[config.mk]
export PLATFORM = sky130hd
export DESIGN_NAME = sltem_monitor
export DESIGN_NICKNAME = d
export VERILOG_FILES = /design/src/hdl/sltem_pkg.sv /design/src/hdl/sltem_monitor.sv
export VERILOG_INCLUDE_DIRS = /design/src /design/src/hdl
export SDC_FILE = /design/constraint.sdc
export NUM_CORES = 2
export LEC_CHECK = 0
export BUFFER_PORTS_ARGS = -buffer_cell sky130_fd_sc_hd__buf_4
export CORE_ASPECT_RATIO = 2
export CORE_MARGIN = 1
export CORE_UTILIZATION = 40
export CTS_BUF_LIST = sky130_fd_sc_hd__clkbuf_4 sky130_fd_sc_hd__clkbuf_8
export DETAILED_ROUTE_END_ITERATION = 7
export GPL_TIMING_DRIVEN = 0
export HOLD_SLACK_MARGIN = 0.05
export PLACE_DENSITY = 0.58
export SETUP_SLACK_MARGIN = 0.02
export SLEW_MARGIN = 10
export SYNTH_ARGS = -nofsm -noshare
export SYNTH_HDL_FRONTEND = slang
export SYNTH_SLANG_ARGS = --single-unit
[constraint.sdc]
create_clock -name sys_clk -period 3.8 [get_ports sys_clk]
set_input_delay 0.38 -clock sys_clk [delete_from_list [all_inputs] [get_ports sys_clk]]
set_output_delay 0.38 -clock sys_clk [all_outputs]
set_load 0.02 [all_outputs]
[src/hdl/sltem_regs.svh]
// Register offsets, field positions and reset values of the test monitor
`ifndef SLTEM_REGS_SVH
`define SLTEM_REGS_SVH
`define SLTEM_LINK_PAGE      12'h300
`define SLTEM_PRBS_EN        12'h315
`define SLTEM_PRBS_CTRL      12'h316
`define SLTEM_PRBS_LIM0      12'h317
`define SLTEM_PRBS_LIM1      12'h318
`define SLTEM_PRBS_LIM2      12'h319
`define SLTEM_PRBS_CNT0      12'h31A
`define SLTEM_PRBS_CNT1      12'h31B
`define SLTEM_PRBS_CNT2      12'h31C
`define SLTEM_PRBS_PASS      12'h31D
`define SLTEM_TPL_CTRL       12'h32C
`define SLTEM_TPL_EXP_LO     12'h32D
`define SLTEM_TPL_EXP_HI     12'h32E
`define SLTEM_TPL_RESULT     12'h32F
`define SLTEM_CNT_SEL        12'h46B
`define SLTEM_OVER_DISP      12'h46D
`define SLTEM_OVER_NIT       12'h46E
`define SLTEM_OVER_UCC       12'h46F
`define SLTEM_CGS_FLAGS      12'h470
`define SLTEM_ILAS_MODE      12'h477
`define SLTEM_IRQ_EN         12'h47A
`define SLTEM_ERR_THR        12'h47C
`define SLTEM_PAGE_BIT       2
`define SLTEM_CLR_BIT        0
`define SLTEM_START_BIT      1
`define SLTEM_ILAS_BIT       7
`define SLTEM_RST_IRQ_BIT    7
`define SLTEM_DIS_CNT_BIT    6
`define SLTEM_RST_CNT_BIT    5
`define SLTEM_THR_RESET      8'hFF
`define SLTEM_PRBS_MAX       24'hFFFFFF
`define SLTEM_SEED_BITS      5'h1F
`define SLTEM_COMMA_NEED     3'h4
`endif

[src/hdl/sltem_pkg.sv]
// Types shared by the test and error monitor
package sltem_pkg;
  typedef enum logic [1:0] {
    SLTEM_PAT7  = 2'b00,
    SLTEM_PAT15 = 2'b01,
    SLTEM_PAT31 = 2'b10
  } sltem_pat_t;
  typedef enum logic [1:0] {
    SLTEM_ERR_DISP = 2'b00,
    SLTEM_ERR_NIT  = 2'b01,
    SLTEM_ERR_UCC  = 2'b10
  } sltem_err_t;
  typedef logic [7:0] sltem_byte_t;
endpackage

[src/hdl/sltem_monitor.sv]
// Lane PRBS, transport sample, CGS and error counter test monitor
// Behaviour
// - Pattern select picks PRBS7, PRBS15 or PRBS31
// - PRBS checks raw lane bits, no alignment
// - One enable bit per physical lane
// - Clear pulse wipes checker, pass, counts
// - Start rising edge runs, clear stops
// - Twenty-four bit PRBS error limit, three bytes
// - Pass byte, one bit per lane
// - Lane select picks read-back error count
// - PRBS error counters saturate at all ones
// - Converter and sample select pick compared slot
// - Expected sample low byte at lower address
// - Transport enable, then clear pulse before reading
// - Mismatch bit: one on mismatch
// - Commas pass CGS, sync released
// - ILAS mode: sync released after four commas
// - Link page maps lane x to x+4
// - Disparity counts include not-in-table characters
// - Select lane and type, read count
// - Error counters stop at shared threshold
// - One threshold, three over-threshold registers
// - Control write: clear IRQ, disable, clear count
// - Three IRQ enables, status same bits
`timescale 1ns/1ps
`include "sltem_regs.svh"

module sltem_monitor #(
  parameter int LANES = 8
) (
  input  wire logic                 sys_clk,
  input  wire logic                 sys_rst,
  input  wire logic [11:0]          reg_addr,
  input  wire logic                 reg_wr,
  input  wire sltem_pkg::sltem_byte_t reg_wdata,
  output sltem_pkg::sltem_byte_t    reg_rdata,
  input  wire logic [LANES-1:0]     lane_bit,
  input  wire logic [LANES-1:0]     disp_err,
  input  wire logic [LANES-1:0]     nit_err,
  input  wire logic [LANES-1:0]     ucc_err,
  input  wire logic [15:0]          tpl_sample,
  input  wire logic [1:0]           tpl_conv,
  input  wire logic [1:0]           tpl_slot,
  input  wire logic                 tpl_valid,
  input  wire logic [LANES-1:0]     comma_seen,
  input  wire logic [LANES-1:0]     lane_in_use,
  input  wire logic                 link_enable,
  output logic                      sync_request_output_n,
  output logic                      ilas_test_mode
);
  import sltem_pkg::*;

  // ----------------------------------------
  // Helpers
  // ----------------------------------------
  function automatic logic [2:0] map_lane(input logic page,
                                          input logic [2:0] lane);
    map_lane = 3'(lane + {page, 2'b00});
  endfunction

  function automatic sltem_byte_t page_view(input logic page,
                                            input sltem_byte_t v);
    page_view = page ? {4'h0, v[7:4]} : v;
  endfunction

  // ----------------------------------------
  // Registers
  // ----------------------------------------
  logic        link_page;
  sltem_byte_t prbs_lane_enable;
  sltem_byte_t prbs_test_control;
  logic [23:0] prbs_error_limit;
  sltem_byte_t transport_test_control;
  logic [15:0] transport_expected_sample;
  sltem_byte_t count_sel;
  logic [2:0]  irq_enable;
  sltem_byte_t shared_error_threshold;

  always_ff @(posedge sys_clk) begin
    if (sys_rst) begin
      link_page                 <= 1'b0;
      prbs_lane_enable          <= 8'h00;
      prbs_test_control         <= 8'h00;
      prbs_error_limit          <= 24'h000000;
      transport_test_control    <= 8'h00;
      transport_expected_sample <= 16'h0000;
      count_sel                 <= 8'h00;
      irq_enable                <= 3'h0;
      ilas_test_mode            <= 1'b0;
      shared_error_threshold    <= `SLTEM_THR_RESET;
    end else if (reg_wr) begin
      unique case (reg_addr)
        `SLTEM_LINK_PAGE:  link_page <= reg_wdata[`SLTEM_PAGE_BIT];
        `SLTEM_PRBS_EN:    prbs_lane_enable <= reg_wdata;
        `SLTEM_PRBS_CTRL:  prbs_test_control <= reg_wdata;
        `SLTEM_PRBS_LIM0:  prbs_error_limit[7:0] <= reg_wdata;
        `SLTEM_PRBS_LIM1:  prbs_error_limit[15:8] <= reg_wdata;
        `SLTEM_PRBS_LIM2:  prbs_error_limit[23:16] <= reg_wdata;
        `SLTEM_TPL_CTRL:   transport_test_control <= reg_wdata;
        `SLTEM_TPL_EXP_LO: transport_expected_sample[7:0] <= reg_wdata;
        `SLTEM_TPL_EXP_HI: transport_expected_sample[15:8] <= reg_wdata;
        `SLTEM_CNT_SEL:    count_sel <= reg_wdata;
        `SLTEM_ILAS_MODE:  ilas_test_mode <= reg_wdata[`SLTEM_ILAS_BIT];
        `SLTEM_IRQ_EN:     irq_enable <= reg_wdata[7:5];
        `SLTEM_ERR_THR:    shared_error_threshold <= reg_wdata;
        default: ;
      endcase
    end
  end

  // ----------------------------------------
  // PRBS checker
  // ----------------------------------------
  logic        prbs_clear;
  logic        start_bit;
  logic        start_q;
  logic        prbs_running;
  logic [30:0] prbs_hist [LANES];
  logic [4:0]  seed_cnt [LANES];
  logic [23:0] prbs_error_count [LANES];
  sltem_byte_t prbs_lane_pass;
  sltem_pat_t  pat;
  logic [LANES-1:0] prbs_bad;
  logic [LANES-1:0] prbs_exp;

  assign prbs_clear = prbs_test_control[`SLTEM_CLR_BIT];
  assign start_bit  = prbs_test_control[`SLTEM_START_BIT];
  assign pat        = sltem_pat_t'(prbs_test_control[3:2]);

  always_ff @(posedge sys_clk) begin
    if (sys_rst) begin
      start_q      <= 1'b0;
      prbs_running <= 1'b0;
    end else begin
      start_q <= start_bit;
      if (prbs_clear || !start_bit)
        prbs_running <= 1'b0;
      else if (!start_q)
        prbs_running <= 1'b1;
    end
  end

  // Seeded from the line, then free-running so one bad bit counts once
  always_comb begin
    for (int i = 0; i < LANES; i++) begin
      unique case (pat)
        SLTEM_PAT7:  prbs_exp[i] = prbs_hist[i][6] ^ prbs_hist[i][5];
        SLTEM_PAT15: prbs_exp[i] = prbs_hist[i][14] ^ prbs_hist[i][13];
        SLTEM_PAT31: prbs_exp[i] = prbs_hist[i][30] ^ prbs_hist[i][27];
        default:     prbs_exp[i] = lane_bit[i];
      endcase
      if (seed_cnt[i] != `SLTEM_SEED_BITS) prbs_exp[i] = lane_bit[i];
      prbs_bad[i] = prbs_running && prbs_lane_enable[i] &&
                    seed_cnt[i] == `SLTEM_SEED_BITS &&
                    prbs_exp[i] != lane_bit[i];
    end
  end

  always_ff @(posedge sys_clk) begin
    for (int i = 0; i < LANES; i++) begin
      if (sys_rst || prbs_clear) begin
        prbs_hist[i]        <= 31'h0;
        seed_cnt[i]         <= 5'h0;
        prbs_error_count[i] <= 24'h000000;
      end else begin
        prbs_hist[i] <= {prbs_hist[i][29:0], prbs_exp[i]};
        if (prbs_lane_enable[i] && seed_cnt[i] != `SLTEM_SEED_BITS)
          seed_cnt[i] <= seed_cnt[i] + 5'h1;
        if (prbs_bad[i] && prbs_error_count[i] != `SLTEM_PRBS_MAX)
          prbs_error_count[i] <= prbs_error_count[i] + 24'h1;
      end
    end
  end

  always_ff @(posedge sys_clk) begin
    if (sys_rst || prbs_clear) begin
      prbs_lane_pass <= 8'h00;
    end else if (prbs_running && !start_bit) begin
      for (int i = 0; i < LANES; i++)
        prbs_lane_pass[i] <= prbs_error_count[i] <= prbs_error_limit;
    end
  end

  // ----------------------------------------
  // Transport layer sample check
  // ----------------------------------------
  logic tpl_enable;
  logic tpl_clear;
  logic transport_test_mismatch;

  assign tpl_enable = transport_test_control[0];
  assign tpl_clear  = transport_test_control[1];

  always_ff @(posedge sys_clk) begin
    if (sys_rst || tpl_clear) begin
      transport_test_mismatch <= 1'b0;
    end else if (tpl_enable && tpl_valid &&
                 tpl_conv == transport_test_control[3:2] &&
                 tpl_slot == transport_test_control[5:4] &&
                 tpl_sample != transport_expected_sample) begin
      transport_test_mismatch <= 1'b1;
    end
  end

  // ----------------------------------------
  // Code group sync
  // ----------------------------------------
  logic [2:0]       comma_cnt [LANES];
  logic [LANES-1:0] cgs_pass;

  always_ff @(posedge sys_clk) begin
    for (int i = 0; i < LANES; i++) begin
      if (sys_rst || !link_enable)
        comma_cnt[i] <= 3'h0;
      else if (comma_seen[i] && comma_cnt[i] != `SLTEM_COMMA_NEED)
        comma_cnt[i] <= comma_cnt[i] + 3'h1;
    end
  end

  always_comb begin
    for (int i = 0; i < LANES; i++)
      cgs_pass[i] = comma_cnt[i] == `SLTEM_COMMA_NEED;
  end

  // Held low until every lane in use saw four commas
  always_ff @(posedge sys_clk) begin
    if (sys_rst)
      sync_request_output_n <= 1'b0;
    else
      sync_request_output_n <= link_enable &&
                               &(cgs_pass | ~lane_in_use);
  end

  // ----------------------------------------
  // Link error counters
  // ----------------------------------------
  logic [LANES-1:0] err_in [3];
  sltem_byte_t      err_cnt [3][LANES];
  logic [LANES-1:0] cnt_disable [3];
  logic [LANES-1:0] lane_irq [3];
  logic [LANES-1:0] over_thr [3];
  logic [11:0]      ctl_off;
  logic             ctl_hit;
  logic [2:0]       ctl_lane;

  // Disparity input flags every bad-disparity char, table or not
  assign err_in[0] = disp_err;
  assign err_in[1] = nit_err;
  assign err_in[2] = ucc_err;
  assign ctl_off   = reg_addr - `SLTEM_OVER_DISP;
  assign ctl_hit   = reg_wr && ctl_off < 12'h003;
  assign ctl_lane  = map_lane(link_page, reg_wdata[2:0]);

  always_comb begin
    for (int t = 0; t < 3; t++)
      for (int l = 0; l < LANES; l++)
        over_thr[t][l] = err_cnt[t][l] >= shared_error_threshold;
  end

  always_ff @(posedge sys_clk) begin
    for (int t = 0; t < 3; t++) begin
      for (int l = 0; l < LANES; l++) begin
        if (sys_rst) begin
          err_cnt[t][l] <= 8'h00;
        end else if (ctl_hit && ctl_off == 12'(t) && ctl_lane == 3'(l) &&
                     reg_wdata[`SLTEM_RST_CNT_BIT]) begin
          err_cnt[t][l] <= 8'h00;
        end else if (err_in[t][l] && !cnt_disable[t][l] &&
                     !over_thr[t][l]) begin
          err_cnt[t][l] <= err_cnt[t][l] + 8'h01;
        end
      end
    end
  end

  always_ff @(posedge sys_clk) begin
    for (int t = 0; t < 3; t++) begin
      for (int l = 0; l < LANES; l++) begin
        if (sys_rst) begin
          cnt_disable[t][l] <= 1'b0;
        end else if (ctl_hit && ctl_off == 12'(t) && ctl_lane == 3'(l)) begin
          cnt_disable[t][l] <= reg_wdata[`SLTEM_DIS_CNT_BIT];
        end
      end
    end
  end

  // Set wins over a clear in the same cycle
  always_ff @(posedge sys_clk) begin
    for (int t = 0; t < 3; t++) begin
      for (int l = 0; l < LANES; l++) begin
        if (sys_rst)
          lane_irq[t][l] <= 1'b0;
        else if (irq_enable[2-t] && over_thr[t][l])
          lane_irq[t][l] <= 1'b1;
        else if (ctl_hit && ctl_off == 12'(t) && ctl_lane == 3'(l) &&
                 reg_wdata[`SLTEM_RST_IRQ_BIT])
          lane_irq[t][l] <= 1'b0;
      end
    end
  end

  // ----------------------------------------
  // Read-back
  // ----------------------------------------
  logic [2:0] prbs_sel;
  logic [2:0] cnt_lane;
  logic [1:0] cnt_type;

  assign prbs_sel = prbs_test_control[6:4];
  assign cnt_lane = map_lane(link_page, count_sel[6:4]);
  assign cnt_type = (count_sel[1:0] == 2'b11) ? 2'b00 : count_sel[1:0];

  always_ff @(posedge sys_clk) begin
    if (sys_rst) begin
      reg_rdata <= 8'h00;
    end else begin
      unique case (reg_addr)
        `SLTEM_LINK_PAGE:  reg_rdata <= {5'h0, link_page, 2'b00};
        `SLTEM_PRBS_EN:    reg_rdata <= prbs_lane_enable;
        `SLTEM_PRBS_CTRL:  reg_rdata <= prbs_test_control;
        `SLTEM_PRBS_LIM0:  reg_rdata <= prbs_error_limit[7:0];
        `SLTEM_PRBS_LIM1:  reg_rdata <= prbs_error_limit[15:8];
        `SLTEM_PRBS_LIM2:  reg_rdata <= prbs_error_limit[23:16];
        `SLTEM_PRBS_CNT0:  reg_rdata <= prbs_error_count[prbs_sel][7:0];
        `SLTEM_PRBS_CNT1:  reg_rdata <= prbs_error_count[prbs_sel][15:8];
        `SLTEM_PRBS_CNT2:  reg_rdata <= prbs_error_count[prbs_sel][23:16];
        `SLTEM_PRBS_PASS:  reg_rdata <= prbs_lane_pass;
        `SLTEM_TPL_CTRL:   reg_rdata <= transport_test_control;
        `SLTEM_TPL_EXP_LO: reg_rdata <= transport_expected_sample[7:0];
        `SLTEM_TPL_EXP_HI: reg_rdata <= transport_expected_sample[15:8];
        `SLTEM_TPL_RESULT: reg_rdata <= {7'h0, transport_test_mismatch};
        `SLTEM_CNT_SEL:    reg_rdata <= err_cnt[cnt_type][cnt_lane];
        `SLTEM_OVER_DISP:  reg_rdata <= page_view(link_page, over_thr[0]);
        `SLTEM_OVER_NIT:   reg_rdata <= page_view(link_page, over_thr[1]);
        `SLTEM_OVER_UCC:   reg_rdata <= page_view(link_page, over_thr[2]);
        `SLTEM_CGS_FLAGS:  reg_rdata <= page_view(link_page, cgs_pass);
        `SLTEM_ILAS_MODE:  reg_rdata <= {ilas_test_mode, 7'h0};
        `SLTEM_IRQ_EN:     reg_rdata <= {|lane_irq[0], |lane_irq[1],
                                         |lane_irq[2], 5'h00};
        `SLTEM_ERR_THR:    reg_rdata <= shared_error_threshold;
        default:           reg_rdata <= 8'h00;
      endcase
    end
  end
endmodule

# After elaboration in Yosys (flattened, before gate mapping)
# Memories as Yosys holds them, arrays and structs flattened. A register that Yosys moved wholly into a read port is not among the register bits.
# Index checks and enable logic that the tools add are counted.
[word_totals]
regBits = 104
mem_bits_rw = 744
in_bits = 93
out_inout_bits = 10
word_cells = 1318
memories = 7
[classes]
add_sub_neg = 51
magnitude_cmp = 34
n_eq_ne = 85
n_mux = 666
bitwise_logic = 179
n_reduce_logical = 277
[mem_list]
columns = ["memory", "words", "word_bits", "rd", "rd_ports_with_merged_regs", "write_ports", "line", "text"]
rows = [
  ["prbs_hist", 8, 31, 8, 0, 8, "sltem_monitor.sv:118", "logic [30:0] prbs_hist [LANES];"],
  ["err_cnt", 3, 64, 4, 0, 3, "sltem_monitor.sv:238", "sltem_byte_t err_cnt [3][LANES];"],
  ["prbs_error_count", 8, 24, 9, 1, 8, "sltem_monitor.sv:120", "logic [23:0] prbs_error_count [LANES];"],
  ["seed_cnt", 8, 5, 8, 0, 8, "sltem_monitor.sv:119", "logic [4:0] seed_cnt [LANES];"],
  ["cnt_disable", 3, 8, 3, 0, 3, "sltem_monitor.sv:239", "logic [LANES-1:0] cnt_disable [3];"],
  ["comma_cnt", 8, 3, 8, 0, 8, "sltem_monitor.sv:208", "logic [2:0] comma_cnt [LANES];"],
  ["1 more memories", "-", "-", "-", "-", "-", "-", ""],
]
[op_table]
columns = ["operator", "n"]
rows = [
  ["1-bit two-way mux", 567],
  ["8-bit two-way mux", 54],
  ["31-bit two-way mux", 8],
  ["1-bit logical AND", 202],
  ["24-bit by 1-bit adder with 24-bit output, second input constant", 8],
  ["8-bit by 1-bit adder with 8-bit output, second input constant", 24],
  ["8-bit greater-or-equal comparator", 24],
  ["24-bit <= comparator", 8],
  ["24-bit two-way mux", 8],
  ["24-bit inequality test, second input constant", 8],
  ["8-bit one-hot mux with 22 select lines", 1],
  ["12-bit by 10-bit equality test with 1-bit output, second input constant", 14],
  ["1-bit bitwise OR", 152],
  ["12-bit by 11-bit equality test with 1-bit output, second input constant", 8],
  ["1-bit zero test", 50],
  ["5-bit by 1-bit adder with 5-bit output, second input constant", 8],
  ["5-bit equality test, second input constant", 8],
  ["5-bit two-way mux", 8],
  ["5-bit inequality test, second input constant", 8],
  ["3-bit equality test, second input constant", 12],
  ["3-bit two-way mux", 10],
  ["2-bit AND reduction", 13],
  ["3-bit by 1-bit adder with 3-bit output, second input constant", 8],
  ["8-bit binary-select mux with 3-bit select", 1],
  ["other kinds (27)", 80],
]

# Longest topological paths before layout
[depth]
depth_word = 11
depth_mapped = 11
mapped_depth_nobuf = 9

# Worst setup path before layout
# Ideal clock, no wire load.
[synth_path]
path_kind = "flip-flop to flip-flop"
start = "mem seed_cnt[1][0] (netlist: seed_cnt[0][5])"
end = "mem prbs_error_count[1][0] (enable)"
arrival_ns = 3.154
slack_ns = 0.204
path_stages_with_launch = 7
synth_period_minus_slack_ns = 3.596
path_cell_list = "edfxtp_1 > ha_1 > and3_1 > ha_1 > a211oi_1 > a31oi_1 > o31ai_1"
[synth_rtl]
columns = ["item", "line"]
rows = [
  ["start, declared", "sltem_monitor.sv:119"],
  ["end, declared", "sltem_monitor.sv:120"],
]

# Final worst setup path
[layout_path]
start = "reg count_sel[4]"
end = "reg reg_rdata[2]"
[layout_between]
elab_chain_cells = 6
[layout_rtl]
columns = ["item", "line", "text"]
rows = [
  ["start, declared", "sltem_monitor.sv:75", "sltem_byte_t count_sel;"],
  ["start signal, assigned", "sltem_monitor.sv:102", "`SLTEM_CNT_SEL: count_sel <= reg_wdata;"],
  ["3-bit adder", "sltem_monitor.sv:58", "map_lane = 3'(lane + {page, 2'b00});"],
  ["3-bit NOT with 4-bit output (not written as such)", "sltem_monitor.sv:333", "`SLTEM_CNT_SEL: reg_rdata <= err_cnt[cnt_type][cnt_lane];"],
  ["8-bit binary-select mux with 3-bit select", "sltem_monitor.sv:333", ""],
  ["8-bit two-way mux (not written as such) (2 in series)", "sltem_monitor.sv:333", ""],
  ["8-bit one-hot mux with 22 select lines", "sltem_monitor.sv:318", "unique case (reg_addr)"],
  ["end signal, assigned", "sltem_monitor.sv:319", "`SLTEM_LINK_PAGE: reg_rdata <= {5'h0, link_page, 2'b00};"],
  ["end signal, assigned", "sltem_monitor.sv:333", ""],
  ["end signal, assigned", "sltem_monitor.sv:334", "`SLTEM_OVER_DISP: reg_rdata <= page_view(link_page, over_thr[0]);"],
  ["end, declared", "sltem_monitor.sv:36", "output sltem_pkg::sltem_byte_t reg_rdata,"],
]
# No other way between the ends. The select of a mux whose other input is x is not followed.
# A chain may end at the register's enable or synchronous reset.

==> implementation parameters <==
Parameter                              Value

Status
  Outcome ... complete, but fails checks
  Violated checks ... setup timing

Critical path
  Worst EP arrival ... 4.62 ns
  Worst setup path endpoint ... reg_rdata[2]
  Most prevalent standard cell on the critical path ... sky130_fd_sc_hd__buf_2
  RR Startpoint ... count_sel[4]
  Highest cell delay on the worst timing path ... 0.62 ns
  Endpoint of the worst register-to-register path ... reg_rdata[2]
  Setup crit start kind ... flip-flop
  Worst R2R Path Depth ... 9
  Delay-heaviest family, CP ... compound AO/OA/AOI/OAI gates
  Buf+Inv Stages, Crit Path ... 3
  CP Cell Sequence ... buf_2 > clkbuf_4 > buf_2 > nand2_1 > o22ai_1 > o211ai_1 > a21oi_1 > nor4_2 > a31oi_1
  Data required, critical path ... 4.58 ns
  Critical Path Sink Type ... flip-flop
  WP depth ... 9
  Launching instance or port of the critical path ... count_sel[4]
  Critical path type ... reg2reg
  Slowest stage cell on the critical path ... sky130_fd_sc_hd__o22ai_1
  Biggest fanout along the worst timing path ... 10
  R2R Setup Slk ... -0.04 ns

Routing
  Via count ... 40,490
  Number of design-rule violations left by the first detailed-router iteration ... 3,236
  Average wire length per cell after detail routing ... 28.69 microns
  Detailed-router iteration count before antenna repair ... 6
  Final ANT Viol Nets ... 0
  Total routed wirelength ... 196,400 microns
  Total DRC errors in the routed layout ... 0
  Average vias per placed instance ... 5.914

Place
  Input/output buffers ... 98
  Gp weighted congestion ... 1.080
  Placed wire-length estimate after detailed placement ... 150,100 microns

Power
  Proportion of power drawn by the clock network ... 40.7%
  Pint ... 14,860 uW
  Switching power total ... 5345 uW
  Power share of the combinational group ... 7.2%
  Part of the total power dissipated in sequential elements ... 52.1%
  Switching portion of total power ... 26.45%
  Power density over the cells ... 362.2 nW/um^2
  Maximum vdd drop ... 0.0003439 V
  Cell leakage power ... 0.02170 uW

STA
  Slew of the pin with the lowest slew margin ... 1.294 ns
  Worst clock skew ... 0.06143 ns
  Final worst hold slack ... 0.09112 ns
  Number of pins exceeding their max-slew limit in the final report ... 0
  Setup_tns ... -0.04290 ns
  Unrepaired setup endpoints after global routing ... false
  Max Fclk ... 260.2 MHz
  Share of the cycle needed by the critical path after routing ... 101.1%
  Final period demand of the worst path ... 3.843 ns
  Headroom to the max-slew limit ... 13.32%
  Total count of hold-check failures in the final report ... 0
  Number of endpoints failing setup at the final stage ... 1
  Worst Slack Setup Final ... -0.04290 ns

Floorplan
  Row count ... 182
  IO Pins ... 103
  Die Outline Area ... 125,600 sq um
  Total core area ... 123,000 sq um
  Die Width ... 251.1 microns
  Die extent in y ... 500.2 microns
  Initial cell density of the core ... 40.36%

Run
  Max_cap viols ... 0

Layout
  Net count, final ... 5,719
  Fraction of layout instances using a drive strength above 1 ... 10.62%
  Synth-to-Final Area Change ... 12.39%
  Fin util ... 45.37%
  Count of filler cells inserted in the layout ... 11,850

GRT
  Global routing usage on met3 ... 6.827%
  Met2 GRT Util ... 54.57%
  Via count of the first global-routing pass ... 40,650
  Number of antenna violations at the first check in global routing ... 16
  Fraction of met1 tracks used by global routing ... 28.83%
  Overall overflow remaining after global route ... 0
  All-Layer GR Usage ... 31.33%
  Global-route wire length before repair ... 279,800 microns
  Most congested layer reported by global routing ... met2
  Pin count of the biggest net entering global routing ... 25

Clock tree
  Largest buffer count on any clock path ... 3
  CTS H-Tree Depth ... 4
  TritonCTS buffer count ... 132
  Clock tree from TritonCTS ... built
  Post-CTS clock slew at the launch and capture registers of the worst setup and hold paths ... 0.07 ns
  TritonCTS Sinks ... 849
  Root buffer selected by CTS ... sky130_fd_sc_hd__clkbuf_8
  Insertion delay to the later sink of the worst-skew pair ... 0.90 ns

Synthesis
  Number of warnings issued by yosys ... 0
  Fraction of registers with async set/reset ... 0%
  Total nets after synthesis ... 5,439
  Cell Area, Synth ... 49,640 sq um
  Top_reg_cell synth ... sky130_fd_sc_hd__edfxtp_1
  Number of enable flip-flop cells after synthesis ... 496
  Number of distinct library cells after synthesis ... 92
  Flip-flop and latch count after synthesis ... 849
  Share of the yosys chip area belonging to registers ... 44.25%
  Avg Synthesized Cell Area ... 10.13 sq um
  Synthesized instance count ... 4,898

Hold path
  Hold/Removal Path Class ... in2reg
## how the worst min path moves through the flow
stage	startpoint	end	slack [ns]	cells after the start
final	disp_err[0]	err_cnt[0][57]	0.09	3
after global routing	disp_err[0]	err_cnt[0][57]	0.07	3
after CTS	reg_wdata[1]	cnt_disable[2][0]	0.05	3
after detailed placement	prbs_hist[0][11]	prbs_hist[0][12]	0.41	1
after global placement	prbs_hist[0][29]	prbs_hist[0][30]	0.41	1
after floorplan	prbs_hist[0][100]	prbs_hist[0][101]	0.41	1
## routing by layer
layer	vias to the layer above	wire length [microns]
met5	-	120
met4	18	25700
met3	832	13390
met2	1792	95840
met1	19580	61340
li1	18270	-
## cells in the mapped netlist, types with 36 or more instances
library cell	count	area [sq um]
sky130_fd_sc_hd__and2_1	283	1770
sky130_fd_sc_hd__clkbuf_1	104	390.4
sky130_fd_sc_hd__nand4_1	86	538.0
sky130_fd_sc_hd__a211oi_1	42	315.3
sky130_fd_sc_hd__nor3_1	36	180.2
sky130_fd_sc_hd__o21ai_0	105	525.5
sky130_fd_sc_hd__a31oi_1	72	450.4
sky130_fd_sc_hd__nor2b_1	36	225.2
sky130_fd_sc_hd__nand2b_1	79	494.2
sky130_fd_sc_hd__nand2_1	399	1498
sky130_fd_sc_hd__a21oi_1	171	855.8
sky130_fd_sc_hd__xnor2_1	131	1147
sky130_fd_sc_hd__nand3_1	260	1301
sky130_fd_sc_hd__and3_1	97	606.8
sky130_fd_sc_hd__inv_1	127	476.7
sky130_fd_sc_hd__mux2i_1	73	730.7
sky130_fd_sc_hd__ha_1	448	5605
sky130_fd_sc_hd__dfxtp_1	353	7067
sky130_fd_sc_hd__xor2_1	250	2190
sky130_fd_sc_hd__edfxtp_1	496	14890
sky130_fd_sc_hd__mux4_2	67	1509
sky130_fd_sc_hd__a21o_1	94	705.7
sky130_fd_sc_hd__nor2_1	630	2365
sky130_fd_sc_hd__buf_2	39	195.2
## worst register-to-register path, delay by kind of cell, from the launching register on
family | cells | cell delay [ns]
simple gates | 2 | 0.47
flops | 1 | 0.31
buf+inv | 3 | 1.44
compound gates | 4 | 1.54
## kinds of logic after synthesis
family / after synthesis / synth area share [%]
multiplexers: 156 / 5.117
AND/OR/NAND/NOR: 2068 / 20.65
adder cells (fa/ha/maj): 448 / 11.29
XOR/XNOR: 381 / 6.723
AO/OA/AOI/OAI: 686 / 9.158
flip-flops: 849 / 44.25
buffers and inverters: 310 / 2.816
## metrics by stage
stage | instances | power (uW) | worst slack [ns] | area (sq um)
final | 6846 | 20210 | -0.04290 | 55790
after global routing | 6839 | 20840 | 0.03320 | 55770
after detailed placement | 6575 | 12100 | -0.6840 | 52640
after CTS | 6835 | 20320 | 0.02933 | 55700
after floorplan | 4898 | 11330 | 0.2038 | 49640
after global placement | 6560 | 12060 | -2.083 | 52330
## layout by cell type (no fill, tap or decap), drive strengths merged, types with 131 or more instances in the layout
cell,instances
a21oi,171
and2,284
buf,192
clkbuf,287
dfxtp,353
edfxtp,496
ha,448
inv,136
nand2,400
nand3,262
nor2,636
xnor2,131
xor2,250
## registers in the layout, indices dropped and copies added, names as in the netlist, 16 cells and up, named ones only
signal	count
cnt_disable	24
lane_irq	24
err_cnt	192
prbs_error_limit	24
prbs_error_count	192
prbs_hist	248
comma_cnt	24
seed_cnt	40
transport_expected_sample	16
## power groups by stage
stage,clock network [uW],logic (uW),registers [uW]
global route,8710,1600,10500
detailed placement,0,1400,10700
floorplan,0,899,10400
CTS,8390,1430,10500
finish,8220,1460,10500
global placement,0,1360,10700
## timing repair
action                                 4_1_cts  5_1_grt
hold buffers                                31        0
endpoints found under the hold margin       71        0
resized for setup                           10        8
setup endpoints to repair                   52       96
pin swaps                                    0        1
setup buffers                                0        2
## cell type report
class	count	area (sq um)	area share [%]
repair buffers	146	1320	2.366
multi-input cells	3739	26410	47.34
flip-flops and latches	849	21960	39.37
clock buffers	181	2285	4.095
clock inverters	48	424.2	0.7603
inverters	127	476.7	0.8545
diodes	9	22.52	0.04037
plain buffers	183	928.4	1.664
well taps	1564	1957	3.508
Power figures use the tool's default switching activity.
